==> src/rtl/sleep_wake_defines.svh <==
// Constants for the sleep, wake and host-detect controller
`ifndef SLEEP_WAKE_DEFINES_SVH
`define SLEEP_WAKE_DEFINES_SVH

`define CLK_FREQ_HZ        125000000
`define SLOW_CLK_HZ        32768
// Core clocks per slow-clock tick, used to pace the sleep timer in light and deep sleep
`define SLOW_TICK_CYCLES   (`CLK_FREQ_HZ / `SLOW_CLK_HZ)
`define SLOW_TICK_W        12
`define TIMEOUT_W          32
`define CAUSE_W            6
`define CAUSE_TIMER        0
`define CAUSE_PIN          1
`define CAUSE_COMPARATOR   2
`define CAUSE_RTC          3
`define CAUSE_WATCHDOG     4
`define CAUSE_HOST         5
`define PORT_RESET         3'h0

`endif

==> src/rtl/sleep_wake_pkg.sv <==
// Types for the sleep, wake and host-detect controller
package sleep_wake_pkg;

    typedef enum logic [2:0] {
        port_none_type_val  = 3'h0,
        port_sdio           = 3'h1,
        port_spi            = 3'h2,
        port_uart           = 3'h3,
        port_usb_native     = 3'h4,
        port_usb_cdc        = 3'h5
    } host_port_type;

    typedef enum logic [1:0] {
        mode_normal      = 2'h0,
        light_sleep_mode = 2'h1,
        deep_sleep_mode  = 2'h2
    } power_mode_type;

    typedef struct packed {
        logic sdio_seen;
        logic spi_seen;
        logic uart_seen;
        logic vbus;
        logic cdc_select_pin;
    } detect_in_type;

    typedef struct packed {
        logic timer;
        logic pin;
        logic comparator;
        logic rtc;
        logic watchdog;
        logic host;
    } wake_cause_type;

endpackage

==> src/rtl/sleep_wake_host_detect.sv <==
// Power-mode controller with host-interface detection and wake handling
//
// Summary of operation
// - Hardware flags SDIO or SPI host from packets
// - USB device mode chosen when VBUS present
// - Software reports UART host from received packets
// - CDC select pin picks native or CDC USB
// - Port choice stored once, reused on wake
// - Deep sleep paced by 32 kHz tick
// - Deep sleep gates all subsystems, timer runs
// - Programmed timeout ends deep sleep
// - Wake pin at chosen polarity ends sleep
// - Comparator event ends deep sleep
// - RTC timeout ends deep sleep
// - Watchdog interrupt ends deep sleep
// - No deep sleep while port is USB
// - Light sleep gates clocks, host port ready
// - Host command wakes, regates after done
// - Wake pin also ends light sleep
// - Programmed timeout also ends light sleep
// - Unused clocks gated, self-entry to sleep
`timescale 1ns/1ps
`include "sleep_wake_defines.svh"
`default_nettype none

module sleep_wake_host_detect (
    input  wire logic                          core_clk,          // 125 MHz clock
    input  wire logic                          reset_n,           // Power-on reset, active low
    input  wire logic                          sdio_packet_seen,  // SDIO packet exchange pulse
    input  wire logic                          spi_packet_seen,   // SPI packet exchange pulse
    input  wire logic                          uart_host_found,   // Firmware UART verdict pulse
    input  wire logic                          usb_vbus,          // VBUS level pin
    input  wire logic                          cdc_select_pin,    // CDC select pin
    input  wire logic                          sleep_request,     // Pulse: enter requested mode
    input  wire logic                          sleep_deep,        // 1 deep, 0 light sleep
    input  wire logic                          idle_request,      // Auto-entry hint, level
    input  wire logic [`TIMEOUT_W-1:0]          timeout_count,     // Wake timeout, slow ticks
    input  wire logic                          timeout_enable,    // Timeout wake enable
    input  wire logic                          wake_pin,          // Wake pin
    input  wire logic                          wake_pin_polarity, // 1 wake on high
    input  wire logic                          wake_pin_enable,   // Pin wake enable
    input  wire logic                          comparator_event,  // Comparator event pin
    input  wire logic                          rtc_timeout,       // RTC timeout pin
    input  wire logic                          watchdog_irq,      // Watchdog interrupt pin
    input  wire logic                          host_command,      // Host command arrival pulse
    input  wire logic                          host_op_done,      // Host operation done pulse
    input  wire logic                          ram_retain,        // Keep RAM in deep sleep
    input  wire logic                          cause_clear,       // Pulse: clear wake causes
    input  wire logic [`CAUSE_W-1:0]            block_in_use,      // Per-block activity
    output var  sleep_wake_pkg::host_port_type host_port,         // Stored host port
    output logic                               port_valid,        // Port has been detected
    output var  sleep_wake_pkg::power_mode_type power_mode,       // Current power mode
    output logic                               hf_clock_enable,   // High-frequency clock gate
    output logic [`CAUSE_W-1:0]                block_clock_enable,// Per-block clock gates
    output logic                               subsystem_active,  // Subsystems powered up
    output logic                               ram_retained,      // RAM held in deep sleep
    output logic                               host_port_ready,   // Host port accepts commands
    output logic                               wake_event,        // One-cycle wake pulse
    output logic [`CAUSE_W-1:0]                wake_cause,        // Sticky wake causes
    output logic                               sleep_refused      // Deep sleep refused pulse
);

    // ==========================================================
    // Input synchronisers
    logic [1:0] vbus_sync;
    logic [1:0] cdc_sync;
    logic [1:0] pin_sync;
    logic [1:0] cmp_sync;
    logic [1:0] rtc_sync;
    logic [1:0] wdg_sync;

    always_ff @(posedge core_clk or negedge reset_n) begin
        if (!reset_n) begin
            vbus_sync <= 2'h0;
            cdc_sync  <= 2'h0;
            pin_sync  <= 2'h0;
            cmp_sync  <= 2'h0;
            rtc_sync  <= 2'h0;
            wdg_sync  <= 2'h0;
        end else begin
            vbus_sync <= {vbus_sync[0], usb_vbus};
            cdc_sync  <= {cdc_sync[0], cdc_select_pin};
            pin_sync  <= {pin_sync[0], wake_pin};
            cmp_sync  <= {cmp_sync[0], comparator_event};
            rtc_sync  <= {rtc_sync[0], rtc_timeout};
            wdg_sync  <= {wdg_sync[0], watchdog_irq};
        end
    end

    logic vbus_s;
    logic cdc_s;
    logic pin_s;
    assign vbus_s = vbus_sync[1];
    assign cdc_s  = cdc_sync[1];
    assign pin_s  = pin_sync[1];

    // ==========================================================
    // Host-port detection, always-on
    logic next_detect_valid;
    sleep_wake_pkg::host_port_type next_port;

    always_comb begin
        next_detect_valid = 1'b0;
        next_port         = sleep_wake_pkg::port_none_type_val;
        if (vbus_s) begin
            next_detect_valid = 1'b1;
            next_port = cdc_s ? sleep_wake_pkg::port_usb_cdc
                              : sleep_wake_pkg::port_usb_native;
        end else if (sdio_packet_seen) begin
            next_detect_valid = 1'b1;
            next_port = sleep_wake_pkg::port_sdio;
        end else if (spi_packet_seen) begin
            next_detect_valid = 1'b1;
            next_port = sleep_wake_pkg::port_spi;
        end else if (uart_host_found) begin
            next_detect_valid = 1'b1;
            next_port = sleep_wake_pkg::port_uart;
        end
    end

    // Only reset_n clears this; wakeup never touches it
    always_ff @(posedge core_clk or negedge reset_n) begin
        if (!reset_n) begin
            host_port  <= sleep_wake_pkg::port_none_type_val;
            port_valid <= 1'b0;
        end else if (!port_valid && next_detect_valid) begin
            host_port  <= next_port;
            port_valid <= 1'b1;
        end
    end

    // Both USB flavours share the deep-sleep ban
    function automatic logic is_usb_port(input sleep_wake_pkg::host_port_type port);
        return port == sleep_wake_pkg::port_usb_native ||
               port == sleep_wake_pkg::port_usb_cdc;
    endfunction

    logic port_is_usb;
    assign port_is_usb = port_valid && is_usb_port(host_port);

    // ==========================================================
    // Slow tick and timeout counter
    logic [`SLOW_TICK_W-1:0] tick_div;
    logic                    slow_tick;
    logic [`TIMEOUT_W-1:0]   sleep_timer;
    logic                    timer_expired;

    always_ff @(posedge core_clk or negedge reset_n) begin
        if (!reset_n) begin
            tick_div  <= '0;
            slow_tick <= 1'b0;
        end else if (tick_div == `SLOW_TICK_W'(`SLOW_TICK_CYCLES - 1)) begin
            tick_div  <= '0;
            slow_tick <= 1'b1;
        end else begin
            tick_div  <= tick_div + `SLOW_TICK_W'(1);
            slow_tick <= 1'b0;
        end
    end

    logic asleep;
    assign asleep = power_mode != sleep_wake_pkg::mode_normal;

    // Counter only runs while asleep, so a short timeout set awake is harmless
    always_ff @(posedge core_clk or negedge reset_n) begin
        if (!reset_n) begin
            sleep_timer <= '0;
        end else if (!asleep) begin
            sleep_timer <= '0;
        end else if (slow_tick && !timer_expired) begin
            sleep_timer <= sleep_timer + `TIMEOUT_W'(1);
        end
    end

    assign timer_expired = timeout_enable && asleep &&
                           (sleep_timer >= timeout_count);

    // ==========================================================
    // Wake source merge
    logic [`CAUSE_W-1:0] src;
    logic                pin_active;
    logic                deep;

    assign deep       = power_mode == sleep_wake_pkg::deep_sleep_mode;
    assign pin_active = wake_pin_enable && (pin_s == wake_pin_polarity);

    always_comb begin
        src = '0;
        src[`CAUSE_TIMER]      = timer_expired;
        src[`CAUSE_PIN]        = pin_active;
        src[`CAUSE_COMPARATOR] = deep && cmp_sync[1];
        src[`CAUSE_RTC]        = deep && rtc_sync[1];
        src[`CAUSE_WATCHDOG]   = deep && wdg_sync[1];
        src[`CAUSE_HOST]       = (power_mode == sleep_wake_pkg::light_sleep_mode)
                                 && host_command;
    end

    logic wake_now;
    assign wake_now = asleep && (src != '0);

    // Causes set while sleeping; a set beats a clear in the same cycle
    always_ff @(posedge core_clk or negedge reset_n) begin
        if (!reset_n) begin
            wake_cause <= '0;
        end else if (wake_now) begin
            wake_cause <= (cause_clear ? '0 : wake_cause) | src;
        end else if (cause_clear) begin
            wake_cause <= '0;
        end
    end

    always_ff @(posedge core_clk or negedge reset_n) begin
        if (!reset_n) begin
            wake_event <= 1'b0;
        end else begin
            wake_event <= wake_now;
        end
    end

    // ==========================================================
    // Power-mode sequencing
    logic serving_host;
    logic enter_req;
    assign enter_req = sleep_request || idle_request;

    always_ff @(posedge core_clk or negedge reset_n) begin
        if (!reset_n) begin
            power_mode    <= sleep_wake_pkg::mode_normal;
            sleep_refused <= 1'b0;
            serving_host  <= 1'b0;
        end else begin
            sleep_refused <= 1'b0;
            case (power_mode)
                sleep_wake_pkg::mode_normal: begin
                    if (serving_host && host_op_done) begin
                        serving_host <= 1'b0;
                        power_mode   <= sleep_wake_pkg::light_sleep_mode;
                    end else if (!serving_host && enter_req) begin
                        if (sleep_deep && port_is_usb) begin
                            sleep_refused <= 1'b1;
                        end else if (sleep_deep) begin
                            power_mode <= sleep_wake_pkg::deep_sleep_mode;
                        end else begin
                            power_mode <= sleep_wake_pkg::light_sleep_mode;
                        end
                    end
                end
                sleep_wake_pkg::light_sleep_mode: begin
                    if (wake_now) begin
                        power_mode   <= sleep_wake_pkg::mode_normal;
                        serving_host <= src == `CAUSE_W'(1 << `CAUSE_HOST);
                    end
                end
                sleep_wake_pkg::deep_sleep_mode: begin
                    if (wake_now) begin
                        power_mode <= sleep_wake_pkg::mode_normal;
                    end
                end
                default: begin
                    power_mode <= sleep_wake_pkg::mode_normal;
                end
            endcase
        end
    end

    // ==========================================================
    // Clock and power gating
    always_ff @(posedge core_clk or negedge reset_n) begin
        if (!reset_n) begin
            hf_clock_enable    <= 1'b1;
            block_clock_enable <= '0;
            subsystem_active   <= 1'b1;
            ram_retained       <= 1'b1;
            host_port_ready    <= 1'b1;
        end else begin
            hf_clock_enable    <= !asleep || wake_now;
            block_clock_enable <= asleep ? '0 : block_in_use;
            subsystem_active   <= !deep || wake_now;
            ram_retained       <= !deep || ram_retain;
            host_port_ready    <= !deep;
        end
    end

endmodule

`default_nettype wire

==> config.mk <==
export PLATFORM = sky130hd
export DESIGN_NAME = sleep_wake_host_detect
export DESIGN_NICKNAME = d
export VERILOG_FILES = /design/src/rtl/sleep_wake_pkg.sv /design/src/rtl/sleep_wake_host_detect.sv
export VERILOG_INCLUDE_DIRS = /design/src /design/src/rtl
export SDC_FILE = /design/constraint.sdc
export NUM_CORES = 1
export LEC_CHECK = 0
export BUFFER_PORTS_ARGS = -buffer_cell sky130_fd_sc_hd__buf_2
export CORE_MARGIN = 10
export CORE_UTILIZATION = 55
export CTS_BUF_LIST = sky130_fd_sc_hd__clkbuf_4 sky130_fd_sc_hd__clkbuf_8
export CTS_CLUSTER_DIAMETER = 100
export DETAILED_ROUTE_END_ITERATION = 10
export PLACE_DENSITY = 0.87
export SLEW_MARGIN = 20
export SYNTH_ARGS = -nofsm -noshare
export SYNTH_HDL_FRONTEND = slang
export SYNTH_SLANG_ARGS = --single-unit
==> constraint.sdc <==
create_clock -name core_clk -period 3.1 [get_ports core_clk]
set_input_delay 0.155 -clock core_clk [delete_from_list [all_inputs] [get_ports core_clk]]
set_output_delay 0.155 -clock core_clk [all_outputs]
set_load 0.03 [all_outputs]
==> impl.org, run 1 <==
** Synthesis
- Yosys mapped the design onto between 40 and 50 distinct sky130hd cell types.
- The synthesized design contains 0 enable-type register cells.
- Async set-reset flop share out of synthesis :: 100%
- After synthesis the netlist holds a flip-flop and latch count of 82.
- By area the synthesized netlist is led by sky130_fd_sc_hd__dfrtp_1 43%, sky130_fd_sc_hd__ha_1 10%, sky130_fd_sc_hd__inv_1 4.2%.
- Yosys top cell by area :: sky130_fd_sc_hd__dfrtp_1
- The share of synthesized area in the top cell type comes to between 40% and 50%.
- Synthesis produced a netlist with a net count of 583.
- The most used flip-flop cell after synthesis is sky130_fd_sc_hd__dfrtp_1.
- Post-synthesis average cell area :: ~9.4 µm²
- Yosys printed 0 warnings.
- For this run, the register share of the synthesized area comes to 44.9%.
- Number of instances in the synthesized netlist :: between 400 and 500
- The cell area that synthesis handed to floorplanning was between 4000 and 5000 µm².

** Finish
- Growth of design area from synthesis to finish :: 18.8%
- Final #Nets :: 680
- Leaving out fill and tap cells, the most frequent cell in the layout is sky130_fd_sc_hd__buf_2.
- Fraction of final layout cells sized beyond drive strength 1 :: 21.4%
- Once layout is complete, the utilization of the core stands at 66.7%.
- The library cells used most frequently in the layout, excluding fill and tap cells, are 81 x sky130_fd_sc_hd__buf_2, 78 x sky130_fd_sc_hd__dfrtp_1, 51 x sky130_fd_sc_hd__inv_1.
- The number of antenna diodes in the final layout is 0.

** Routing
- DRC violations left :: 0
- Final WL :: ~11 mm
- Vias/cell :: between 5 and 6
- The count of nets left with antenna violations once routing finished came out at 0.
- Number of detailed-routing iterations run before antenna repair :: 4
- Via count :: 3996
- After the first detailed-routing iteration, the DRC count stood at between 200 and 250.
- WL per Instance :: approximately 15 µm

** Power and ir drop
- P per Cell Area :: 519 nW/µm²
- Leakage power figure :: between 0.002 and 0.003 µW
- IR analysis of the VDD net gives a maximum drop of around 0.00037 V.

** GRT
- Global-route wire length before repair :: 18.3 mm
- Number of global-route vias before repair :: just over 4000
- Remaining Overflow, GRT :: 0
- Initial antenna violation count :: 0
- Global routing consumed, over all layers together, 17.1% of the routing resources.
- Entering global routing, the biggest net connects 83 pins.

** Clock network
- The clock drives between 80 and 90 sinks.
- After clock tree synthesis, the setup repair step added 0 buffers.
- In this run the clock root is driven by a sky130_fd_sc_hd__clkbuf_8.
- Register clock-pin slew on the reported worst setup and hold paths :: around 90 ps
- The clock passes through at most 2 buffers.
- TritonCTS created 9 clock buffers.
- TritonCTS built the clock tree.
- In this run the number of H-tree levels came out at 3.
- Clock insertion delay at the later pin of the skew report :: about 350 ps

** Floorplan
- The die covers about 12000 µm².
- Chip width :: between 100 and 150 µm
- The floorplan has 33 rows.
- Standard cell core area :: 8180 µm²
- Initial cell density of the core :: a little under three fifths
- between 80 and 90 I/O pins were placed.
- Measured along the y axis, the die boundary spans ~110 µm.

** STA
- Setup repair after global routing left no endpoint under its margin.
- Worst slew margin :: between 30% and 40%
- The worst path in the final design needs a cycle of 2830 ps, including I/O delays and setup.
- In the finished design, the share of the clock period the worst path needs comes to 91.4%.
- The number of max-slew violations in the final report came to 0.
- Worst Skew :: about 12 ps
- The final number of hold-violating endpoints was 0.
- FMAX :: ~350 MHz
- Setup violations remaining at the end of the flow were counted as 0.
- In the final timing run, aggregate negative setup slack is 0 ps.
- At the pin with the least slew margin, the transition time is roughly 1000 ps.

** Worst setup path
- Arr. time, crit path :: between 3000 and 4000 ps
- Element type at the critical path end :: flop
- Counting stages on the worst path, the most repeated cell is sky130_fd_sc_hd__a21oi_1.
- The critical path in this run is classified as flop to flop.
- Crit start category :: flop
- Crit. Startpoint :: sleep_timer[27]
- At the worst endpoint, the required time is around 3400 ps.
- CP max FO :: 12
- In this design, the stage delay of the slowest critical-path cell is roughly 500 ps.
- On the critical path, the stage with the largest delay is an instance of sky130_fd_sc_hd__or4_1.
- The worst register-to-register path begins at sleep_timer[27].
- List of cells traversed by the critical path :: ha_1 > a21oi_1 > o21ai_0 > a221oi_1 > o2bb2ai_1 > or2_4 > buf_4 > or4_1 > a21oi_1

** Place
- Final weighted congestion in routability-driven placement :: 0.825
- Detailed placement HPWL :: 7.94 mm
- Input and output buffers added on the ports amount to 82.

** Status
- The flow ran to the end, and the final reports show no timing, DRC or antenna violations.

** Flow run
- Max-cap violations in this run came to 0.

** Hold path
- The worst hold path belongs to the class input port to flop.
- Min-delay src :: block_in_use[3]
-- per-layer routing --
| metal | global-route usage [%] | up-vias | part of all wire [%] |
|---|---|---|---|
| met5 | 0 | - | 0 |
| met4 | 7.20 | 0 | 1.6 |
| met3 | 4.87 | 19 | 6.3 |
| met2 | 29.3 | 108 | 50 |
| met1 | 19.4 | 1952 | 42 |
| li1 | - | 1917 | - |
-- where the power goes --
part	switching, µW	total (µW)	internal (µW)	leakage (µW)
logic	528	790	262	0.00150
clock network	422	810	388	0.000103
registers	51.5	1230	1180	0.00106
total	1000	2830	1830	0.00266
-- metrics by stage --
step,hold slack (ps),total power [µW],instance area (µm²),setup WS [ps],std cells
after floorplan,-141,1780,4590,370,486
after detailed placement,265,2020,5110,138,665
after CTS,4.97,2850,5440,107,693
after global placement,263,1990,5110,314,665
after global routing,8.15,2990,5450,78.9,693
final,23.1,2830,5450,268,693
-- worst max-delay path: cells and delay by family, from the launching register on --
family | cells | cell delay, ps
compound gates | 5 | 1000
simple gates | 2 | 840
fa+ha+maj | 1 | 300
flops | 1 | 430
buf+inv | 1 | 190
-- what timing repair did --
item	in CTS	in global routing
endpoints found under the hold margin	89	0
hold buffers	12	0
endpoints found under the setup margin	0	7
resized for setup	0	2
-- synthesized netlist by cell type (5+ instances only) --
master and number:
sky130_fd_sc_hd__dfrtp_1 78, sky130_fd_sc_hd__nand2b_1 6, sky130_fd_sc_hd__xnor2_1 13, sky130_fd_sc_hd__or4_1 8, sky130_fd_sc_hd__xor2_1 5, sky130_fd_sc_hd__o21ai_0 27, sky130_fd_sc_hd__nand3_1 17, sky130_fd_sc_hd__or3_1 5
sky130_fd_sc_hd__a21oi_1 29, sky130_fd_sc_hd__ha_1 38, sky130_fd_sc_hd__nor3_1 5, sky130_fd_sc_hd__and2_1 8, sky130_fd_sc_hd__and3_1 15, sky130_fd_sc_hd__nand4_1 21, sky130_fd_sc_hd__nor2_1 41, sky130_fd_sc_hd__nor4_1 10
sky130_fd_sc_hd__o31ai_1 6, sky130_fd_sc_hd__nand2_1 31, sky130_fd_sc_hd__clkbuf_1 14, sky130_fd_sc_hd__inv_1 51, sky130_fd_sc_hd__nor2b_1 7
-- state kept, by name, summed over array words and instances (netlist names), 3 cells and up --
register and cells:
host_port 3, block_clock_enable 6, tick_div 12, sleep_timer 32, wake_cause 6
-- layout make-up --
type / instances / area [µm²]
fillers: 631 / 2730
repair buffers: 103 / 601
multi-input cells: 336 / 2260
flip-flops and latches: 82 / 2060
clock buffers: 9 / 124
well taps: 105 / 131
inverters: 51 / 191
clock inverters: 7 / 83.8
-- kinds of logic after synthesis --
family | after synthesis | share of synthesized area (%)
buffers and inverters | 68 | 6.06
DFF | 82 | 44.9
xor gates and xnor gates | 18 | 3.44
AOI/OAI and AO/OA | 86 | 11.8
muxes | 4 | 0.982
adders and majority gates | 38 | 10.4
and+or+nand+nor | 190 | 22.5
-- worst paths after layout --
| path | endpoint | slack, ps | cells after the start |
|---|---|---|---|
| min in group asynchronous | pin_sync[1] | 510 | 2 |
| hold reg to reg | cmp_sync[1] | 350 | 0 |
| max in group asynchronous | sleep_timer[11] | 1970 | 2 |
| hold / removal | block_clock_enable[3] | 20 | 2 |
| setup reg to reg | sleep_timer[31] | 270 | 9 |
| setup / recovery | sleep_timer[31] | 270 | 9 |
Note: power is estimated with default switching activity, not from simulation.
==> run 2, diff against run 1 <==
--- a/config.mk
+++ b/config.mk
@@ -12,7 +12,7 @@
 export CTS_BUF_LIST = sky130_fd_sc_hd__clkbuf_4 sky130_fd_sc_hd__clkbuf_8
 export CTS_CLUSTER_DIAMETER = 100
 export DETAILED_ROUTE_END_ITERATION = 10
-export PLACE_DENSITY = 0.87
+export PLACE_DENSITY_LB_ADDON = 0.05
 export SLEW_MARGIN = 20
 export SYNTH_ARGS = -nofsm -noshare
 export SYNTH_HDL_FRONTEND = slang
==> run 2 against run 1 <==
  * Worst setup slack worse by 85 ps
  * First-iteration DRC count is 20% lower
  * Non-clock buffer count is 1 higher
  * Clock power is 1% higher
  * Critical path depth is 1 higher
  * Combinational power hardly changed
  * Clock skew is 3.3 ps higher
  * Register-to-register slack worse by 80 ps
  * Total power is 0.33% higher
  * Critical path type unchanged
==> impl.org, run 2 (synthesis gave the netlist of run 1 again) <==
** Status
- The flow ran to the end, and the final reports show no timing, DRC or antenna violations.

** Power and ir drop
- The part of the total power dissipated in sequential elements was 43.4% (about the same).
- Combinational share of power :: 27.8% (about the same)
- The maximum VDD drop was 0.000473 V (+27%).
- The switching power as a share of total power is 35.7% (+0.33 points).
- The leakage power total came to 0.00268 µW (+0.49%).
- The power density over the cells was 521 nW/µm² (+0.36%).
- The reported net switching power is 1010 µW (+1.3%).
- Clock power share :: 28.8% (+0.2 points)
- Cell-internal power :: 1820 µW (-0.18%)

** Worst setup path
- The worst-case reg-to-reg path depth is 10 (+1).
- By startpoint and endpoint, the worst setup path is classified as flop to flop.
- Required time at the endpoint of the critical path :: 3380 ps (about the same)
- The arrival time of the worst setup path came to 3190 ps (+80 ps).
- The worst register-to-register path begins at sleep_timer[0].
- CP max FO :: 13 (+1)
- Slowest Stage Delay on Critical Path :: 480 ps (-20 ps)
- Walking the worst path, the cells encountered are inv_1 > ha_1 > nand2b_1 > a2111o_1 > a311oi_2 > a21oi_2 > or2_1 > buf_4 > or4_1 > a21oi_1.
- The worst setup path is launched from a flop.
- Cell with the biggest individual delay on the critical path :: sky130_fd_sc_hd__or4_1
- Reg2reg setup slack :: 180 ps (-80 ps)
- Critical register-to-register path endpoint :: sleep_timer[11]
- The worst setup path is captured at a flop.

** GRT
- The first-pass GRT wire length is 18.4 mm (+0.68%).
- The initial antenna violation count was 0 (unchanged).
- The largest net degree at the start of global routing is 83 (unchanged).
- The overall overflow remaining after global route was 0 (unchanged).
- Overall fraction of global-route tracks in use :: 17.4% (+0.32 points)
- Number of global-route vias before repair :: 3934 (-2.5%)

** Clock network
- The clock insertion delay at the later pin of the skew report came to 360 ps (about the same).
- Number of buffers on the longest clock path :: 2 (unchanged)
- The clock transition at the register clock pins on the worst setup and hold paths after CTS is 90 ps (about the same).
- CTS H-tree depth :: 3 (unchanged)
- Clock tree from TritonCTS :: yes
- The number of clock sinks came to 82 (unchanged).
- The cell sitting at the root of the clock tree is a sky130_fd_sc_hd__clkbuf_8.
- Resize count post-CTS :: 0 (unchanged)
- The number of buffers inserted during clock tree synthesis was 9 (unchanged).

** Finish
- The antenna diode count was 0 (unchanged).
- Growth of design area from synthesis to finish :: 18.8% (about the same)
- Final #Nets :: 681 (+0.15%)
- Ranked by flip-flop count, first place goes to sleep_timer.
- Most frequent standard cell in the layout excluding fill and tap cells :: sky130_fd_sc_hd__buf_2
- The library cells used most frequently in the layout, excluding fill and tap cells, are 81 x sky130_fd_sc_hd__buf_2, 78 x sky130_fd_sc_hd__dfrtp_1, 51 x sky130_fd_sc_hd__inv_1.
- The filler cell count came to 675 (+7.0%).
- The number of flip-flops in the largest register came to 32 (unchanged).
- Top Registers :: sleep_timer (32), tick_div (12)
- Fraction of final layout cells sized beyond drive strength 1 :: 21.6% (+0.13 points)
- Final cell count without fillers :: 694 (+0.14%)

** Routing
- The remaining antenna violation count is 0 (unchanged).
- The via-per-instance ratio is 5.62 (-2.5%).
- Final WL :: 10.9 mm (+2.3%)
- The starting DRC count in detailed routing came to 190 (-20%).
- The number of iterations in the first detailed-routing pass came to 4 (unchanged).
- WL per Instance :: 15.7 µm (+2.1%)
- DRC violations left :: 0 (unchanged)
- Via count :: 3900 (-2.4%)

** STA
- The total negative setup slack was 0 ps (unchanged).
- The minimum period implied by the final worst setup slack came to 2920 ps (+84.9 ps).
- The setup clock skew after layout is 15.0 ps (+3.35 ps).
- The worst hold slack is 9.18 ps (-13.9 ps).
- The number of endpoints failing setup at the final stage is 0 (unchanged).
- The worst slew margin relative to its limit was 50.0% (+15 points).
- Setup repair after global routing left no endpoint under its margin.
- Tcrit/Tclk final :: 94.1% (+2.7 points)
- Hold Fails Final Rpt :: 0 (unchanged)
- The maximum achievable frequency is 343 MHz (-2.9%).
- Final Max Tran Viols :: 0 (unchanged)
- The transition time of the tightest slew-check pin was 749 ps (-231 ps).

** Floorplan
- Die height :: 111 µm (unchanged)
- Initial cell density of the core :: 56.1% (unchanged)
- Die ar. :: 12400 µm² (unchanged)
- Std-Cell Rows :: 33 (unchanged)
- Standard cell core area :: 8180 µm² (unchanged)
- The x dimension of the die came to 111 µm (unchanged).
- I/O pin total :: 83 (unchanged)

** Place
- The cell total after placement was 668 (+0.45%).
- Detailed placement HPWL :: 7.82 mm (-1.5%)
- Final weighted congestion in routability-driven placement :: 0.824 (about the same)
- The port buffer count was 82 (unchanged).

** Hold path
- The worst hold path terminates at block_clock_enable[4].
- Path type of the worst min-delay path :: input port to flop
- Number of instances on the worst hold path :: 2 (unchanged)
- The worst hold path begins at block_in_use[4].

** Flow run
- Max-capacitance violation count :: 0 (unchanged)
run 2: layout make-up:
type | instances | area (µm²) | share of cell area (%)
repair buffers | 104 | 607 | 11.1
clock inverters | 7 | 83.8 | 1.54
multi-input cells | 336 | 2250 | 41.4
inverters | 51 | 191 | 3.51
well taps | 105 | 131 | 2.41
flip-flops and latches | 82 | 2060 | 37.8
clock buffers | 9 | 124 | 2.27
run 2: stage by stage:
| step | worst slack [ps] | util, % | instance area (µm²) | total power [µW] |
|---|---|---|---|---|
| 6_report | 183 | 66.6 | 5450 | 2840 |
| 5_1_grt | 38.7 | 66.6 | 5450 | 2990 |
| 4_1_cts | 184 | 66.5 | 5430 | 2860 |
| 3_5_place_dp | 203 | 62.8 | 5140 | 2030 |
| 3_3_place_gp | 291 | 62.8 | 5140 | 2010 |
| 2_1_floorplan | 370 | - | 4590 | 1780 |
run 2: how the worst max path moves through the flow:
stage | depth (start not counted) | slack [ps] | from | endpoint
after floorplan | 11 | 370 | sleep_timer[0] | sleep_timer[30]
after CTS | 10 | 180 | sleep_timer[0] | sleep_timer[11]
final | 10 | 180 | sleep_timer[0] | sleep_timer[11]
after global placement | 10 | 290 | sleep_timer[0] | sleep_timer[11]
after global routing | 10 | 40 | sleep_timer[0] | sleep_timer[11]
after detailed placement | 10 | 200 | sleep_timer[0] | sleep_timer[11]
run 2: layer usage:
layer	track usage, %	share of wire (%)	vias to the layer above
met4	6.34	2.1	0
li1	-	-	1918
met2	29.4	49	102
met3	4.60	5.6	18
met1	20.7	44	1862
met5	0	0	-
run 2: repair_timing:
action | in CTS | in global routing
hold endpoints to repair | 9 | 78
buffers inserted | 0 | 0
hold buffers | 9 | 1
endpoints found under the setup margin | 0 | 0
run 2: critical path, delay by kind of cell (launching register included):
kind | cells | cell delay [ps]
AOI/OAI and AO/OA | 4 | 920
buffers and inverters | 2 | 330
DFF | 1 | 390
adders and majority gates | 1 | 220
and+or+nand+nor | 3 | 1000
run 2: power groups by stage:
| stage | Combinational (µW) | Clock, µW | Sequential, µW |
|---|---|---|---|
| 3_5_place_dp | 776 | 0 | 1250 |
| 4_1_cts | 793 | 832 | 1230 |
| 5_1_grt | 863 | 881 | 1240 |
| 2_1_floorplan | 361 | 0 | 1420 |
| 6_report | 788 | 818 | 1230 |
| 3_3_place_gp | 765 | 0 | 1250 |
==> run 3, diff against run 2 <==
==> constraint.sdc (replaced) <==
create_clock -name core_clk -period 3.1 [get_ports core_clk]
set_input_delay 0.465 -clock core_clk [delete_from_list [all_inputs] [get_ports core_clk]]
set_output_delay 0.465 -clock core_clk [all_outputs]
set_load 0.03 [all_outputs]
==> run 3 against run 2 <==
  * Maximum frequency grew 4.5%
  * Global-route usage shrank 0.24 points
  * Design area fell by 1.4%
  * Worst hold slack better by 130 ps
  * Clock power grew 2%
  * First-iteration DRC count increased by 2.1%
  * Die area is the same
  * Sequential share of layout area is 0.52 points higher
  * Via count shrank 1.5%
  * Final cell count decreased by 1.2%
  * Sequential power about the same
  * Largest power group unchanged
==> impl.org, run 3 (synthesis gave the netlist of run 1 again) <==
** GRT
- The met1 routing resource usage after global routing was 21.0% (+0.27 points).
- The global-route met3 utilization came to 4.76% (+0.16 points).
- Initial antenna violation count :: 0 (unchanged)
- The first-pass GRT wire length was 18.2 mm (-0.94%).
- Overall fraction of global-route tracks in use :: 17.1% (-0.24 points)
- The overall overflow remaining after global route was 0 (unchanged).
- The global routing met2 resource utilization came to 28.4% (-0.94 points).
- The via count of the first global-routing pass is 3900 (-0.86%).
- Layer carrying the most global-route usage :: met2
- Maximum number of pins on one net before global-route repair :: 83 (unchanged)

** Finish
- The filler cell count is 720 (+6.7%).
- The largest registers in the layout are sleep_timer (32), tick_div (12).
- Register with the most flip-flops :: sleep_timer
- Commonest cells after routing, fill and taps aside :: 81 x sky130_fd_sc_hd__buf_2, 78 x sky130_fd_sc_hd__dfrtp_1, 51 x sky130_fd_sc_hd__inv_1
- The area growth from synthesis to layout is 17.2%.
- Fraction of final layout cells sized beyond drive strength 1 :: 22.4% (+0.81 points)
- Number of diodes added for antenna fixing :: 0 (unchanged)
- Final cell count without fillers :: 686 (-1.2%)
- The library cell used most frequently in the layout, excluding fill and tap cells, is sky130_fd_sc_hd__buf_2.
- The final layout net count was 673 (-1.2%).
- Flip-flop count of the largest register, all copies and words added :: 32 (unchanged)

** STA
- Hold Fails Final Rpt :: 0 (unchanged)
- Setup repair after global routing missed its margin :: no
- The maximum achievable frequency was 358 MHz (+4.5%).
- The worst hold slack came to 141 ps (+132 ps).
- Worst slew margin :: 50.4% (+0.39 points)
- Actual transition at the worst max-transition pin :: 744 ps (-5.85 ps)
- The number of max-slew violations in the final report was 0 (unchanged).
- The share of the clock period used by the worst path after layout is 90.1% (-4.0 points).
- Final setup violation count :: 0 (unchanged)
- Tmin final :: 2790 ps (-125 ps)
- Setup total negative slack :: 0 ps (unchanged)
- Worst Skew :: 9.32 ps (-5.64 ps)
- Smallest setup slack after layout :: 308 ps (+125 ps)

** Power and ir drop
- The cell internal power dissipation is 1850 µW (+1.3%).
- Overall Power :: 2850 µW (+0.26%)
- Leakage power figure :: 0.00265 µW (-1.0%)
- The reported net switching power is 999 µW (-1.5%).
- Worst voltage drop across the vdd grid :: 0.000438 V (-7.4%)
- Combinational share of power :: 27.4% (-0.4 points)
- Clock power share :: 29.3% (+0.5 points)
- P per Cell Area :: 529 nW/µm² (+1.6%)
- The switching power as a share of total power is 35.1% (-0.64 points).
- The part of the total power dissipated in sequential elements came to 43.3% (about the same).

** Floorplan
- Standard cell core area :: 8180 µm² (unchanged)
- Initial cell density of the core :: 56.1% (unchanged)
- The total number of placement rows came to 33 (unchanged).
- The x dimension of the die was 111 µm (unchanged).
- Die height :: 111 µm (unchanged)
- I/O pin total :: 83 (unchanged)
- Die ar. :: 12400 µm² (unchanged)

** Clock network
- The H-tree level count came to 3 (unchanged).
- The hold buffer count at cts is 0 (-9).
- TritonCTS built the clock tree.
- The number of clock sinks came to 82 (unchanged).
- The number of buffers on the longest clock path came to 2 (unchanged).
- The clock insertion delay at the later pin of the skew report is 350 ps (about the same).
- The number of buffers inserted during clock tree synthesis was 9 (unchanged).
- The post-CTS setup buffer count came to 0 (unchanged).
- The number of cells upsized or downsized after cts was 0 (unchanged).
- Clock tree root buffer cell :: sky130_fd_sc_hd__clkbuf_8
- The clock transition at the register clock pins on the worst setup and hold paths after CTS came to 90 ps (about the same).

** Routing
- Antenna viol nets, final :: 0 (unchanged)
- Violation count after the first detailed-routing iteration :: 194 (+2.1%)
- Vias/cell :: 5.60 (-0.31%)
- The total wire length after detailed routing came to 10.6 mm (-3.0%).
- Via count :: 3843 (-1.5%)
- DRC violations left :: 0 (unchanged)
- WL per Instance :: 15.4 µm (-1.9%)
- The number of iterations in the first detailed-routing pass came to 4 (unchanged).

** Worst setup path
- The peak fanout along the critical path is 20 (+7).
- Element type at the critical path end :: flop
- The number of buffers and inverters on the critical path came to 2 (unchanged).
- Type of the setup path with the least slack :: flop to flop
- The arrival time of the worst setup path was 3080 ps (-110 ps).
- The slowest stage of the critical path belongs to the cell sky130_fd_sc_hd__or4_1.
- Required time at the endpoint of the critical path :: 3390 ps (about the same)
- Category of cells accounting for the largest share of critical-path delay :: simple AND/OR/NAND/NOR gates
- Slowest Stage Delay on Critical Path :: 480 ps (about the same)
- The worst setup path is launched from a flop.
- Walking the worst path, the cells encountered are inv_1 > ha_1 > nand2b_1 > a2111o_1 > a311oi_2 > a21oi_2 > or2_4 > buf_4 > or4_1 > nand2_1.

** Hold path
- The worst hold path belongs to the class input port to asynchronous set/reset pin.

** Place
- The cell total after placement came to 670 (+0.30%).
- The placed wire-length estimate after detailed placement is 7.85 mm (+0.40%).
- Final weighted congestion in routability-driven placement :: 0.807 (-2.1%)
- Pre-CTS setup slack :: -18.5 ps (-222 ps)
- Number of buffers inserted by port buffering :: 82 (unchanged)

** Flow run
- The max-capacitance violation count is 0 (unchanged).

** Status
- The flow ran to the end, and the final reports show no timing, DRC or antenna violations.
run 3: changes by cell type in the layout (fill, tap and decap cells not counted), sizes merged:
cell,previous run,this run
inv,54,55
buf,94,96
clkinv,3,1
dlygate4sd3,10,0
clkbuf,9,10
run 3: final timing paths:
check	from	to	slack, ps	depth (start not counted)
setup / recovery	sleep_timer[0]	sleep_timer[12]	310	10
hold / removal	reset_n	sleep_timer[12]	140	1
setup reg to reg	sleep_timer[0]	sleep_timer[12]	310	10
hold reg to reg	rtc_sync[0]	rtc_sync[1]	350	0
max in group asynchronous	reset_n	sleep_timer[30]	2440	1
min in group core_clk	usb_vbus	vbus_sync[0]	220	1
run 3: metal layers:
layer	up-vias	part of all wire [%]
met3	11	6.9
met4	0	1.2
met1	1836	42
met2	99	50
met5	-	0
li1	1897	-
run 3: layout make-up:
class,instances,area (µm²),area share [%]
multi-input combinational,336,2260,42.0
sequential,82,2060,38.3
timing repair buffer,96,522,9.71
inverter,51,191,3.56
clock buffer,10,138,2.56
tap,105,131,2.44
clock inverter,6,78.8,1.47
run 3: worst reg2reg max path, delay by kind of cell, from the launching register on:
| kind | cells | cell delay (ps) |
|---|---|---|
| AND/OR/NAND/NOR | 4 | 1050 |
| flip-flops | 1 | 380 |
| buffers and inverters | 2 | 290 |
| AO/OA/AOI/OAI | 3 | 800 |
| adder cells (fa/ha/maj) | 1 | 230 |
run 3: through the flow:
step / utilization, % / cell area [µm²]
3_5_place_dp: 63.0 / 5150
6_report: 65.7 / 5370
4_1_cts: 65.7 / 5370
3_3_place_gp: 63.0 / 5150
2_1_floorplan: - / 4590
5_1_grt: 65.7 / 5370
run 3: power by group through the flow:
stage	registers (µW)	logic, µW	clock network, µW
2_1_floorplan	1420	361	0
3_3_place_gp	1250	765	0
3_5_place_dp	1250	790	0
4_1_cts	1230	791	861
5_1_grt	1250	862	915
6_report	1230	778	834
